--- src/verilog/autoneg_pkg.sv ---
// Shared constants and types for the negotiation fault/restart monitor.
// Assumes a single 40 MHz core clock; no bus, all bits are plain ports.
package autoneg_pkg;

  // Ability word field positions (advertisement and partner words)
  localparam int ABIL_W = 16;
  localparam int BIT_10_HALF = 5;
  localparam int BIT_10_FULL = 6;
  localparam int BIT_100_HALF = 7;
  localparam int BIT_100_FULL = 8;
  localparam int BIT_T4 = 9;
  localparam int BIT_REMOTE_FAULT = 13;
  localparam logic [15:0] ABIL_RESET = 16'h0000;

  // Progress monitor encoding, strictly increasing with progress
  localparam int PROG_W = 3;
  localparam logic [2:0] PROG_IDLE = 3'h0;
  localparam logic [2:0] PROG_ABILITY = 3'h1;
  localparam logic [2:0] PROG_PARALLEL = 3'h2;
  localparam logic [2:0] PROG_ACK = 3'h3;
  localparam logic [2:0] PROG_COMPLETE = 3'h4;

  // Timing
  localparam longint CLK_HZ = 40000000;
  localparam longint NEG_LIMIT_MS = 500;
  localparam longint NEG_LIMIT_CYCLES = (NEG_LIMIT_MS * CLK_HZ) / 1000;
  localparam int TIMER_W = 25;

  typedef enum logic [2:0] {
    ARB_IDLE,
    ARB_ABILITY,
    ARB_PARALLEL,
    ARB_ACK,
    ARB_COMPLETE
  } arb_state_t;

  typedef enum logic [2:0] {
    MODE_NONE,
    MODE_100_FULL,
    MODE_100_HALF,
    MODE_10_FULL,
    MODE_10_HALF
  } op_mode_t;

endpackage : autoneg_pkg

--- src/verilog/autoneg_fault_restart_monitor.sv ---
// Negotiation arbitration, restart control, progress monitor and fault
// reporting. Assumes all inputs are synchronous to mclk and that pulse
// inputs last one cycle.
//
// Notes on behaviour
// - Partner fault in received advertisement sets the remote-fault-detected outputs.
// - Own link fault sets the remote-fault bit of the transmitted advertisement.
// - With negotiation enabled, run negotiation after power-up and on request.
// - Every reset returns arbitration and progress monitor to idle.
// - Every reset clears the progress-monitor status bits.
// - Restart returns arbitration to idle but keeps progress status bits.
// - Progress status changes only on read, reset or arbitration advancing.
// - Otherwise progress status updates only to a strictly greater code.
// - After completion, progress status holds until detailed read or reset.
// - A link failure restarts negotiation.
// - Software writing restart bit restarts negotiation; bit clears itself.
// - Software toggling enable one-zero-one restarts negotiation.
// - Negotiation normally finishes within 500 ms.
// - Mode priority: 100 full, 100 half, 10 full, 10 half; T4 unsupported.
// - On completion set basic and mirrored completion bits.
// - Multiple technologies sensed in parallel detection set a fault bit.
// - Transmitted pulse-burst content comes from the local advertisement.
`timescale 1ns/10ps
`default_nettype none
module autoneg_fault_restart_monitor
  import autoneg_pkg::*;
#(
  parameter longint TIMEOUT_CYCLES = NEG_LIMIT_CYCLES
) (
  // Clock and resets
  input wire logic mclk,
  input wire logic srst,
  input wire logic softReset,
  // Management control
  input wire logic softwareMode,
  input wire logic negotiationEnable,
  input wire logic restartWrite,
  input wire logic detailedStatusRead,
  input wire logic [ABIL_W-1:0] localAdvert,
  // Link side events
  input wire logic linkUp,
  input wire logic localLinkFault,
  input wire logic partnerPageValid,
  input wire logic [ABIL_W-1:0] partnerPage,
  input wire logic partnerAck,
  input wire logic nlpSeen,
  input wire logic idle100Seen,
  // Status
  output logic restartPending,
  output logic negotiationComplete,
  output logic completeMirror,
  output logic remoteFaultDetected,
  output logic remoteFaultMirror,
  output logic parallelDetectFault,
  output logic partner_negotiation_capable,
  output logic [ABIL_W-1:0] partnerAbility,
  output var op_mode_t resolvedMode,
  output logic [PROG_W-1:0] progressStatus,
  output var arb_state_t arbState,
  output logic negotiationOverdue,
  // Transmit advertisement word
  output logic [ABIL_W-1:0] flpWord
);

  if (TIMEOUT_CYCLES < 1 || TIMEOUT_CYCLES >= (64'd1 << TIMER_W)) begin : g_chk
    $error("TIMEOUT_CYCLES out of range for the negotiation timer");
  end

  localparam logic [TIMER_W-1:0] TIMER_LAST = TIMER_W'(TIMEOUT_CYCLES - 1);

  function automatic logic [PROG_W-1:0] progressCode(input arb_state_t s);
    unique case (s)
      ARB_IDLE: progressCode = PROG_IDLE;
      ARB_ABILITY: progressCode = PROG_ABILITY;
      ARB_PARALLEL: progressCode = PROG_PARALLEL;
      ARB_ACK: progressCode = PROG_ACK;
      ARB_COMPLETE: progressCode = PROG_COMPLETE;
    endcase
  endfunction : progressCode

  logic anyReset;
  logic linkFail;
  logic toggleRestart;
  logic timeout;
  logic restartNow;
  logic linkUpPrev;
  logic enablePrev;
  logic toggleArmed;
  logic [TIMER_W-1:0] timer;
  op_mode_t bestMode;

  arb_state_t next_arbState;
  logic [ABIL_W-1:0] next_partnerAbility;
  logic next_capable;
  logic next_parallelFault;
  logic next_complete;
  op_mode_t next_resolvedMode;
  logic [PROG_W-1:0] next_progressStatus;
  logic next_restartPending;
  logic next_toggleArmed;
  logic [TIMER_W-1:0] next_timer;
  logic next_overdue;
  logic [ABIL_W-1:0] next_flpWord;
  logic next_remoteFault;

  mode_resolver u_resolver (
    .localAbility(localAdvert),
    .partnerAbility(partnerAbility),
    .mode(bestMode)
  );

  // Restart sources
  always_comb begin
    anyReset = srst | softReset;
    linkFail = linkUpPrev & ~linkUp & (arbState == ARB_COMPLETE);
    toggleRestart = softwareMode & toggleArmed & negotiationEnable
      & ~enablePrev;
    timeout = (timer == TIMER_LAST) && (arbState != ARB_IDLE)
      && (arbState != ARB_COMPLETE);
    restartNow = linkFail | toggleRestart | timeout
      | (softwareMode & restartPending);
  end

  // Control bit bookkeeping: a new write wins over the self-clear
  always_comb begin
    next_restartPending = restartWrite
      | (restartPending & ~softwareMode);
    next_toggleArmed = toggleArmed;
    if (enablePrev & ~negotiationEnable) begin
      next_toggleArmed = 1'b1;
    end else if (toggleRestart) begin
      next_toggleArmed = 1'b0;
    end
    next_flpWord = localAdvert;
    next_flpWord[BIT_REMOTE_FAULT] = localAdvert[BIT_REMOTE_FAULT]
      | localLinkFault;
  end

  always_ff @(posedge mclk) begin
    if (anyReset) begin
      restartPending <= 1'b0;
      toggleArmed <= 1'b0;
      enablePrev <= 1'b0;
      linkUpPrev <= 1'b0;
      flpWord <= ABIL_RESET;
    end else begin
      restartPending <= next_restartPending;
      toggleArmed <= next_toggleArmed;
      enablePrev <= negotiationEnable;
      linkUpPrev <= linkUp;
      flpWord <= next_flpWord;
    end
  end

  // Arbitration state machine
  always_comb begin
    next_arbState = arbState;
    next_partnerAbility = partnerAbility;
    next_capable = partner_negotiation_capable;
    next_parallelFault = parallelDetectFault;
    next_complete = negotiationComplete;
    next_resolvedMode = resolvedMode;
    next_timer = timer + TIMER_W'(1);
    next_overdue = negotiationOverdue | timeout;
    if (restartNow || !negotiationEnable) begin
      next_arbState = ARB_IDLE;
      next_complete = 1'b0;
      next_timer = '0;
    end else begin
      unique case (arbState)
        ARB_IDLE: begin
          next_arbState = ARB_ABILITY;
          next_timer = '0;
          next_parallelFault = 1'b0;
          next_overdue = 1'b0;
        end
        ARB_ABILITY: begin
          if (partnerPageValid) begin
            next_partnerAbility = partnerPage;
            next_capable = 1'b1;
            next_arbState = ARB_ACK;
          end else if (nlpSeen && idle100Seen) begin
            next_parallelFault = 1'b1;
          end else if (nlpSeen) begin
            next_partnerAbility = ABIL_RESET;
            next_partnerAbility[BIT_10_HALF] = 1'b1;
            next_capable = 1'b0;
            next_arbState = ARB_PARALLEL;
          end else if (idle100Seen) begin
            next_partnerAbility = ABIL_RESET;
            next_partnerAbility[BIT_100_HALF] = 1'b1;
            next_capable = 1'b0;
            next_arbState = ARB_PARALLEL;
          end
        end
        ARB_PARALLEL: begin
          next_arbState = ARB_COMPLETE;
          next_complete = 1'b1;
          next_resolvedMode = bestMode;
        end
        ARB_ACK: begin
          if (partnerAck) begin
            next_arbState = ARB_COMPLETE;
            next_complete = 1'b1;
            next_resolvedMode = bestMode;
          end
        end
        ARB_COMPLETE: begin
          next_timer = timer;
        end
      endcase
    end
    next_remoteFault = next_partnerAbility[BIT_REMOTE_FAULT];
  end

  always_ff @(posedge mclk) begin
    if (anyReset) begin
      arbState <= ARB_IDLE;
      partnerAbility <= ABIL_RESET;
      partner_negotiation_capable <= 1'b0;
      parallelDetectFault <= 1'b0;
      negotiationComplete <= 1'b0;
      resolvedMode <= MODE_NONE;
      timer <= '0;
      negotiationOverdue <= 1'b0;
      remoteFaultDetected <= 1'b0;
    end else begin
      arbState <= next_arbState;
      partnerAbility <= next_partnerAbility;
      partner_negotiation_capable <= next_capable;
      parallelDetectFault <= next_parallelFault;
      negotiationComplete <= next_complete;
      resolvedMode <= next_resolvedMode;
      timer <= next_timer;
      negotiationOverdue <= next_overdue;
      remoteFaultDetected <= next_remoteFault;
    end
  end

  always_comb begin
    completeMirror = negotiationComplete;
    remoteFaultMirror = remoteFaultDetected;
  end

  // Progress monitor: a read reloads the live code, otherwise only climbs.
  // Complete is the top code, so it is held naturally until read/reset.
  always_comb begin
    next_progressStatus = progressStatus;
    if (detailedStatusRead) begin
      next_progressStatus = progressCode(arbState);
    end else if (progressStatus != PROG_COMPLETE
        && progressCode(arbState) > progressStatus) begin
      next_progressStatus = progressCode(arbState);
    end
  end

  always_ff @(posedge mclk) begin
    if (anyReset) begin
      progressStatus <= PROG_IDLE;
    end else begin
      progressStatus <= next_progressStatus;
    end
  end

endmodule : autoneg_fault_restart_monitor
`default_nettype wire

--- src/verilog/mode_resolver.sv ---
// Picks the best operating mode common to two ability words.
// Purely combinational; the caller registers the result.
`timescale 1ns/10ps
`default_nettype none
module mode_resolver
  import autoneg_pkg::*;
(
  // Ability words
  input wire logic [ABIL_W-1:0] localAbility,
  input wire logic [ABIL_W-1:0] partnerAbility,
  // Result
  output var op_mode_t mode
);

  logic [ABIL_W-1:0] common;

  // T4 ranks second but is never chosen, so it is simply skipped
  always_comb begin
    common = localAbility & partnerAbility;
    if (common[BIT_100_FULL]) begin
      mode = MODE_100_FULL;
    end else if (common[BIT_100_HALF]) begin
      mode = MODE_100_HALF;
    end else if (common[BIT_10_FULL]) begin
      mode = MODE_10_FULL;
    end else if (common[BIT_10_HALF]) begin
      mode = MODE_10_HALF;
    end else begin
      mode = MODE_NONE;
    end
  end

endmodule : mode_resolver
`default_nettype wire
--- config.mk ---
export PLATFORM = sky130hd
export DESIGN_NAME = autoneg_fault_restart_monitor
export DESIGN_NICKNAME = d
export VERILOG_FILES = /design/src/verilog/autoneg_pkg.sv /design/src/verilog/autoneg_fault_restart_monitor.sv /design/src/verilog/mode_resolver.sv
export SDC_FILE = /design/constraint.sdc
export NUM_CORES = 1
export LEC_CHECK = 0
export ABC_AREA = 1
export BUFFER_PORTS_ARGS = -buffer_cell sky130_fd_sc_hd__clkbuf_2
export CAP_MARGIN = 25
export CORE_AREA = 5 5 66 113
export CTS_CLUSTER_DIAMETER = 30
export CTS_CLUSTER_SIZE = 30
export DETAILED_ROUTE_END_ITERATION = 7
export DIE_AREA = 0 0 71 118
export PLACE_DENSITY = 0.84
export RECOVER_POWER = 25
export SYNTH_ARGS = -nofsm -noshare
export SYNTH_HDL_FRONTEND = slang
export SYNTH_SLANG_ARGS = --single-unit
--- constraint.sdc ---
create_clock -name mclk -period 5.45 [get_ports mclk]
set_clock_uncertainty 0.05 [all_clocks]
set_input_delay 1.09 -clock mclk [delete_from_list [all_inputs] [get_ports mclk]]
set_output_delay 1.09 -clock mclk [all_outputs]
set_load 0.05 [all_outputs]
Yosys cells after proc, flatten, opt, wreduce, memory -nomap -nowiden
Index checks and enable logic that the tools add are counted.
Widths: inputs -> output; s select.
{"block": "classes", "addsub": 1, "multipliers": 0, "n_div": 0, "order_cmp": 1, "eq_ne": 13, "n_shift": 0, "mux": 34, "n_bitwise": 21, "reduce_logical": 20}
{"op": "$mux 16", "n": 4}
{"op": "$pmux 25 s2", "n": 1}
{"op": "$mux 3", "n": 13}
{"op": "$add 25x1->25 const B", "n": 1}
{"op": "$eq 25x25->1 const B", "n": 1}
{"op": "$pmux 3 s5", "n": 1}
{"op": "$pmux 3 s4", "n": 1}
{"op": "$reduce_and 4->1", "n": 3}
{"op": "$mux 1", "n": 11}
{"op": "$and 9x9->9", "n": 1}
{"op": "$ne 3x3->1 const B", "n": 3}
{"op": "$and 1x1->1", "n": 8}
{"op": "$ne 2x2->1 const B", "n": 4}
{"op": "$reduce_bool 2->1", "n": 4}
{"op": "$or 1x1->1", "n": 7}
{"op": "$eq 3x2->1 const B", "n": 2}
{"op": "$pmux 3 s2", "n": 1}
{"op": "$reduce_bool 3->1", "n": 2}
{"op": "$not 1->1", "n": 5}
{"op": "$logic_and 1x1->1", "n": 4}
{"op": "$ne 4x4->1 const B", "n": 1}
{"op": "$pmux 1 s2", "n": 2}
{"op": "$reduce_bool 4->1", "n": 1}
{"op": "$eq 3x1->1 const B", "n": 1}
{"op": "8 further kinds", "n": 8}
{"block": "totals", "reg_bits": 74, "latchBits": 0, "ram_bits": 0, "rom_bits": 0, "in_bits": 45, "output_inout_bits": 49, "word_cells": 105, "memories": 0}

Depth between registers and ports, before layout
{"block": "depth", "depth_word": 9, "mapped_depth": 11, "depth_no_buf": 11}

Modules after synthesis
A second synthesis with hierarchy kept.
{"block": "unflattened", "cells_unflattened": 515, "area_unflattened_um2": 3560.9}
{"module": "autoneg_fault_restart_monitor", "instances": 1, "cells_each": 503, "area_per_inst_um2": 3513.4, "seq_area_each_um2": 1481.4}
{"module": "mode_resolver", "instances": 1, "cells_each": 12, "area_per_inst_um2": 47.5, "seq_area_each_um2": 0.0}

Least setup slack after synthesis
OpenSTA, ideal clock, no wires.
{"block": "synth_path", "path_type": "flip-flop to flip-flop", "startpoint": "register arbState[1]", "endpoint": "register progressStatus[1]", "setup_ps": 118, "t_arrival_ps": 1951, "t_required_ps": 5282, "setup_slack_ps": 3331, "path_stages_with_launch": 11, "n_path_buf": 0, "synth_period_minus_slack_ps": 2119, "cell_sequence": "dfxtp_1 -> nor2_1 -> nand2_1 -> inv_1 -> ha_1 -> nand2_1 -> o21a_1 -> nor2_1 -> nor2_1 -> o21ai_0 -> nor2_1"}
{"block": "synth_via", "elab_chain_len": 6, "elab_cells_between_ends": 12, "cone_classes": "order compare: 1; eq/ne: 4; mux: 4; reduce/logical: 3"}
{"item": "start, declared", "line_no": "autoneg_fault_restart_monitor.sv:59", "source": "output var arb_state_t arbState,"}
{"item": "start signal, assigned", "line_no": "autoneg_fault_restart_monitor.sv:228", "source": "arbState <= next_arbState;"}
{"item": "$eq 3x3->1 (tied with other cells)", "line_no": "autoneg_fault_restart_monitor.sv:72", "source": "unique case (s)"}
{"item": "$pmux 3 s5 *", "line_no": "autoneg_fault_restart_monitor.sv:72"}
{"item": "$mux 3", "line_no": "autoneg_fault_restart_monitor.sv:249", "source": "if (detailedStatusRead) begin"}
{"item": "$gt 3x3->1", "line_no": "autoneg_fault_restart_monitor.sv:252", "source": "&& progressCode(arbState) > progressStatus) begin"}
{"item": "$logic_and 1x1->1", "line_no": "autoneg_fault_restart_monitor.sv:252"}
{"item": "$reduce_bool 2->1 (no line)"}
{"item": "end signal, assigned", "line_no": "autoneg_fault_restart_monitor.sv:261", "source": "progressStatus <= next_progressStatus;"}
{"item": "end, declared", "line_no": "autoneg_fault_restart_monitor.sv:58", "source": "output logic [PROG_W-1:0] progressStatus,"}
Every way passes the cells marked *; elsewhere a longest branch is shown, timed or not. The select of a mux whose other input is x is not followed.
A chain may end at the register's enable or synchronous reset.

Final worst setup path
{"block": "layout_path", "startpoint": "input port negotiationEnable", "endpoint": "register timer[8]"}
{"block": "layout_via", "elab_chain_len": 7, "elab_cells_between_ends": 8, "cone_classes": "bitwise: 5; reduce/logical: 3"}
{"item": "start, declared", "line_no": "autoneg_fault_restart_monitor.sv:36", "source": "input wire logic negotiationEnable,"}
{"item": "$and 1x1->1", "line_no": "autoneg_fault_restart_monitor.sv:116", "source": "toggleRestart = softwareMode & toggleArmed & negotiationEnable"}
{"item": "$and 1x1->1", "line_no": "autoneg_fault_restart_monitor.sv:117", "source": "& ~enablePrev;"}
{"item": "$or 1x1->1 (2 in series)", "line_no": "autoneg_fault_restart_monitor.sv:120", "source": "restartNow = linkFail | toggleRestart | timeout"}
{"item": "$or 1x1->1", "line_no": "autoneg_fault_restart_monitor.sv:121", "source": "| (softwareMode & restartPending);"}
{"item": "$logic_or 1x1->1 *", "line_no": "autoneg_fault_restart_monitor.sv:165", "source": "if (restartNow || !negotiationEnable) begin"}
{"item": "$reduce_or 2->1 (no line) *"}
{"item": "end signal, assigned", "line_no": "autoneg_fault_restart_monitor.sv:234", "source": "timer <= next_timer;"}
{"item": "end, declared", "line_no": "autoneg_fault_restart_monitor.sv:89", "source": "logic [TIMER_W-1:0] timer;"}
Every way passes the cells marked *; elsewhere a longest branch is shown, timed or not.

==> impl_metrics.toml <==
[global_routing]
grt_usage = 0.230
antenna_found_initial = 0
grt-ovfl-total = 0
grt_max_degree = 37
grt_first_pass_wirelength_mm = 15.6
grt_pass1_vias = 3594

[clock_network]
cts_setup_buffers = 0
path_clk_slew_ns = 0.06
cts.sinks = 74
cts_hold_buf = 0
cts_tree = "done"
clk_latency_ns = 0.34
htree_num_levels = 3
numCtsBuffers = 9
ctsRootBufferMaster = "clkbuf_16"
cts_resized = 0
cts.path.max_buffers = 2

[power]
power_density_nw_per_um2 = 289
ir_worst_vdd_uv = 268
power_leakage_nw = 1.97
finalPower_mw = 1.25

[critical_path]
cp.arrival_ns = 2.99
cp.required_ns = 5.67
worstSetupPathType = "in -> reg"
cp_max_fo = 25
cp-start-kind = "primary input"
end_kind = "flip-flop"
reg2reg_depth = 8

[floorplan]
boundaryPins = 94
start_util = 0.557
core_region_area_um2 = 6440
rows = 39
dieWidth_um = 71
die_h_um = 118
dieArea_um2 = 8380

[drt]
drtAntennaViolNets = 0
wl_per_cell_um = 13.2
finalWirelength_mm = 9.34
drtPass1Iterations = 5
drt_iter0_drc = 193
via_count = 3641
drcViolationCount = 0
via_per_inst = 5.16

[synth]
synth_cell_type_count = 33
syn_area_um2 = 3590
synth_area_leaders = "dfxtp_1 41%, nand2_1 12%, inv_1 9.2%"
synth_top_cell_by_area = "dfxtp_1"
yosysTopAreaCellShare = 0.413
ys_warn_count = 0
synth_nets = 581
ys_ff_latch = 74
ys_seq_area_frac = 0.413
avgSynthCellArea_um2 = 6.75
netlist_instances = 532

[timing]
timing.hold.ws_ns = 0.412
hold_viol = 0
grt_setup_unrepaired = "false"
max_slew_margin = 0.391
setup_viol = 0
fin_crit_sh = 0.509
period_needed_ns = 2.77
slew_violations = 0
setup_tns_ns = 0
fmax_mhz = 361
worst_slew_pin_slew_ns = 0.908

[finish]
drive_gt1_frac = 0.165
final_common_cell = "nand2_1"
layout.nets = 668
mostFrequentLayoutCells = "119 x nand2_1, 88 x inv_1, 83 x nor2_1"
antenna_cells = 0
area_growth_pct = 20.6

[min_path]
hold_class = "reg -> reg"
holdPathStages = 2

[place]
globalplace.congestion = 0.973
dpl.hpwl_mm = 6.98
io_buffer_count = 93

[job]
maxCapViolCount = 0

[run_status]
status = "finished clean"
==> logic make-up after synthesis <==
family                     after synthesis  synth area share
AOI/OAI and AO/OA                       55            0.0801
adders and majority gates                4            0.0139
buffers and inverters                  109             0.123
DFF                                     74             0.413
and+or+nand+nor                        290             0.371
==> metrics by stage <==
step / util / instances / area (µm²) / worst slack, ns
after floorplan: - / 532 / 3590 / 3.33
after global placement: 0.631 / 690 / 4060 / 2.44
after detailed placement: 0.631 / 690 / 4060 / 2.35
after CTS: 0.678 / 706 / 4370 / 2.70
after global routing: 0.672 / 706 / 4330 / 2.47
final: 0.672 / 706 / 4330 / 2.68
==> cell usage after synthesis <==
library cell	n
a21oi_1	33
a22oi_1	2
buf_1	1
buf_2	7
buf_4	4
buf_6	1
clkbuf_1	4
clkinv_1	1
dfxtp_1	74
ha_1	4
inv_1	88
inv_2	3
nand2_1	119
nand2_2	4
nand2_4	1
nand3_1	26
nand3_2	1
nand3_4	1
nand3b_1	1
nand4_1	27
nor2_1	83
nor2_2	6
nor2_4	3
nor2_8	1
nor3_1	11
nor3_2	1
nor3b_1	2
nor3b_2	2
o21a_1	1
o21ai_0	17
o21bai_1	1
o31ai_1	1
or2_2	1
==> critical path: stages <==
cell      delay [ns]
clkbuf_2        0.08
inv_1           0.09
nor2_1          0.05
nand3_1         0.08
nand2_1         0.09
nor2_4          0.48
nand3_2         0.52
inv_2           0.25
nand2_1         0.11
nor2_1          0.13
==> state kept, by name, summed over array words and instances, names as in the netlist <==
name / count
partner_negotiation_capable: 1
resolvedMode: 3
partnerAbility: 16
progressStatus: 3
toggleArmed: 1
timer: 25
arbState: 3
parallelDetectFault: 1
restartPending: 1
flpWord: 16
negotiationOverdue: 1
enablePrev: 1
linkUpPrev: 1
completeMirror: 1
==> layout make-up <==
class                   instances  area (µm²)
flip-flops and latches         74        1480
repair buffers                 93         428
well taps                      82         103
fillers                       585        2110
clock inverters                 6        63.8
inverters                      92         345
multi-input cells             349        1670
clock buffers                  10         239
==> routing by layer <==
layer	up-vias	track usage	part of all wire
met1	1655	0.218	0.35
met5	-	0	0
met2	113	0.430	0.56
met4	0	0.121	0.038
li1	1843	-	-
met3	30	0.0650	0.051
==> worst paths after layout <==
kind / from / endpoint / slack [ns]
setup / recovery: negotiationEnable / timer[8] / 2.68
hold / removal: partnerAbility[0] / partnerAbility[0] / 0.41
setup reg to reg: arbState[1] / timer[8] / 2.98
hold reg to reg: partnerAbility[0] / partnerAbility[0] / 0.41
==> power by group <==
part / total, mW / internal (mW) / switching (mW)
clock network: 0.593 / 0.366 / 0.227
logic: 0.103 / 0.0292 / 0.0738
registers: 0.553 / 0.549 / 0.00393
Note: power is estimated with default switching activity, not from simulation.
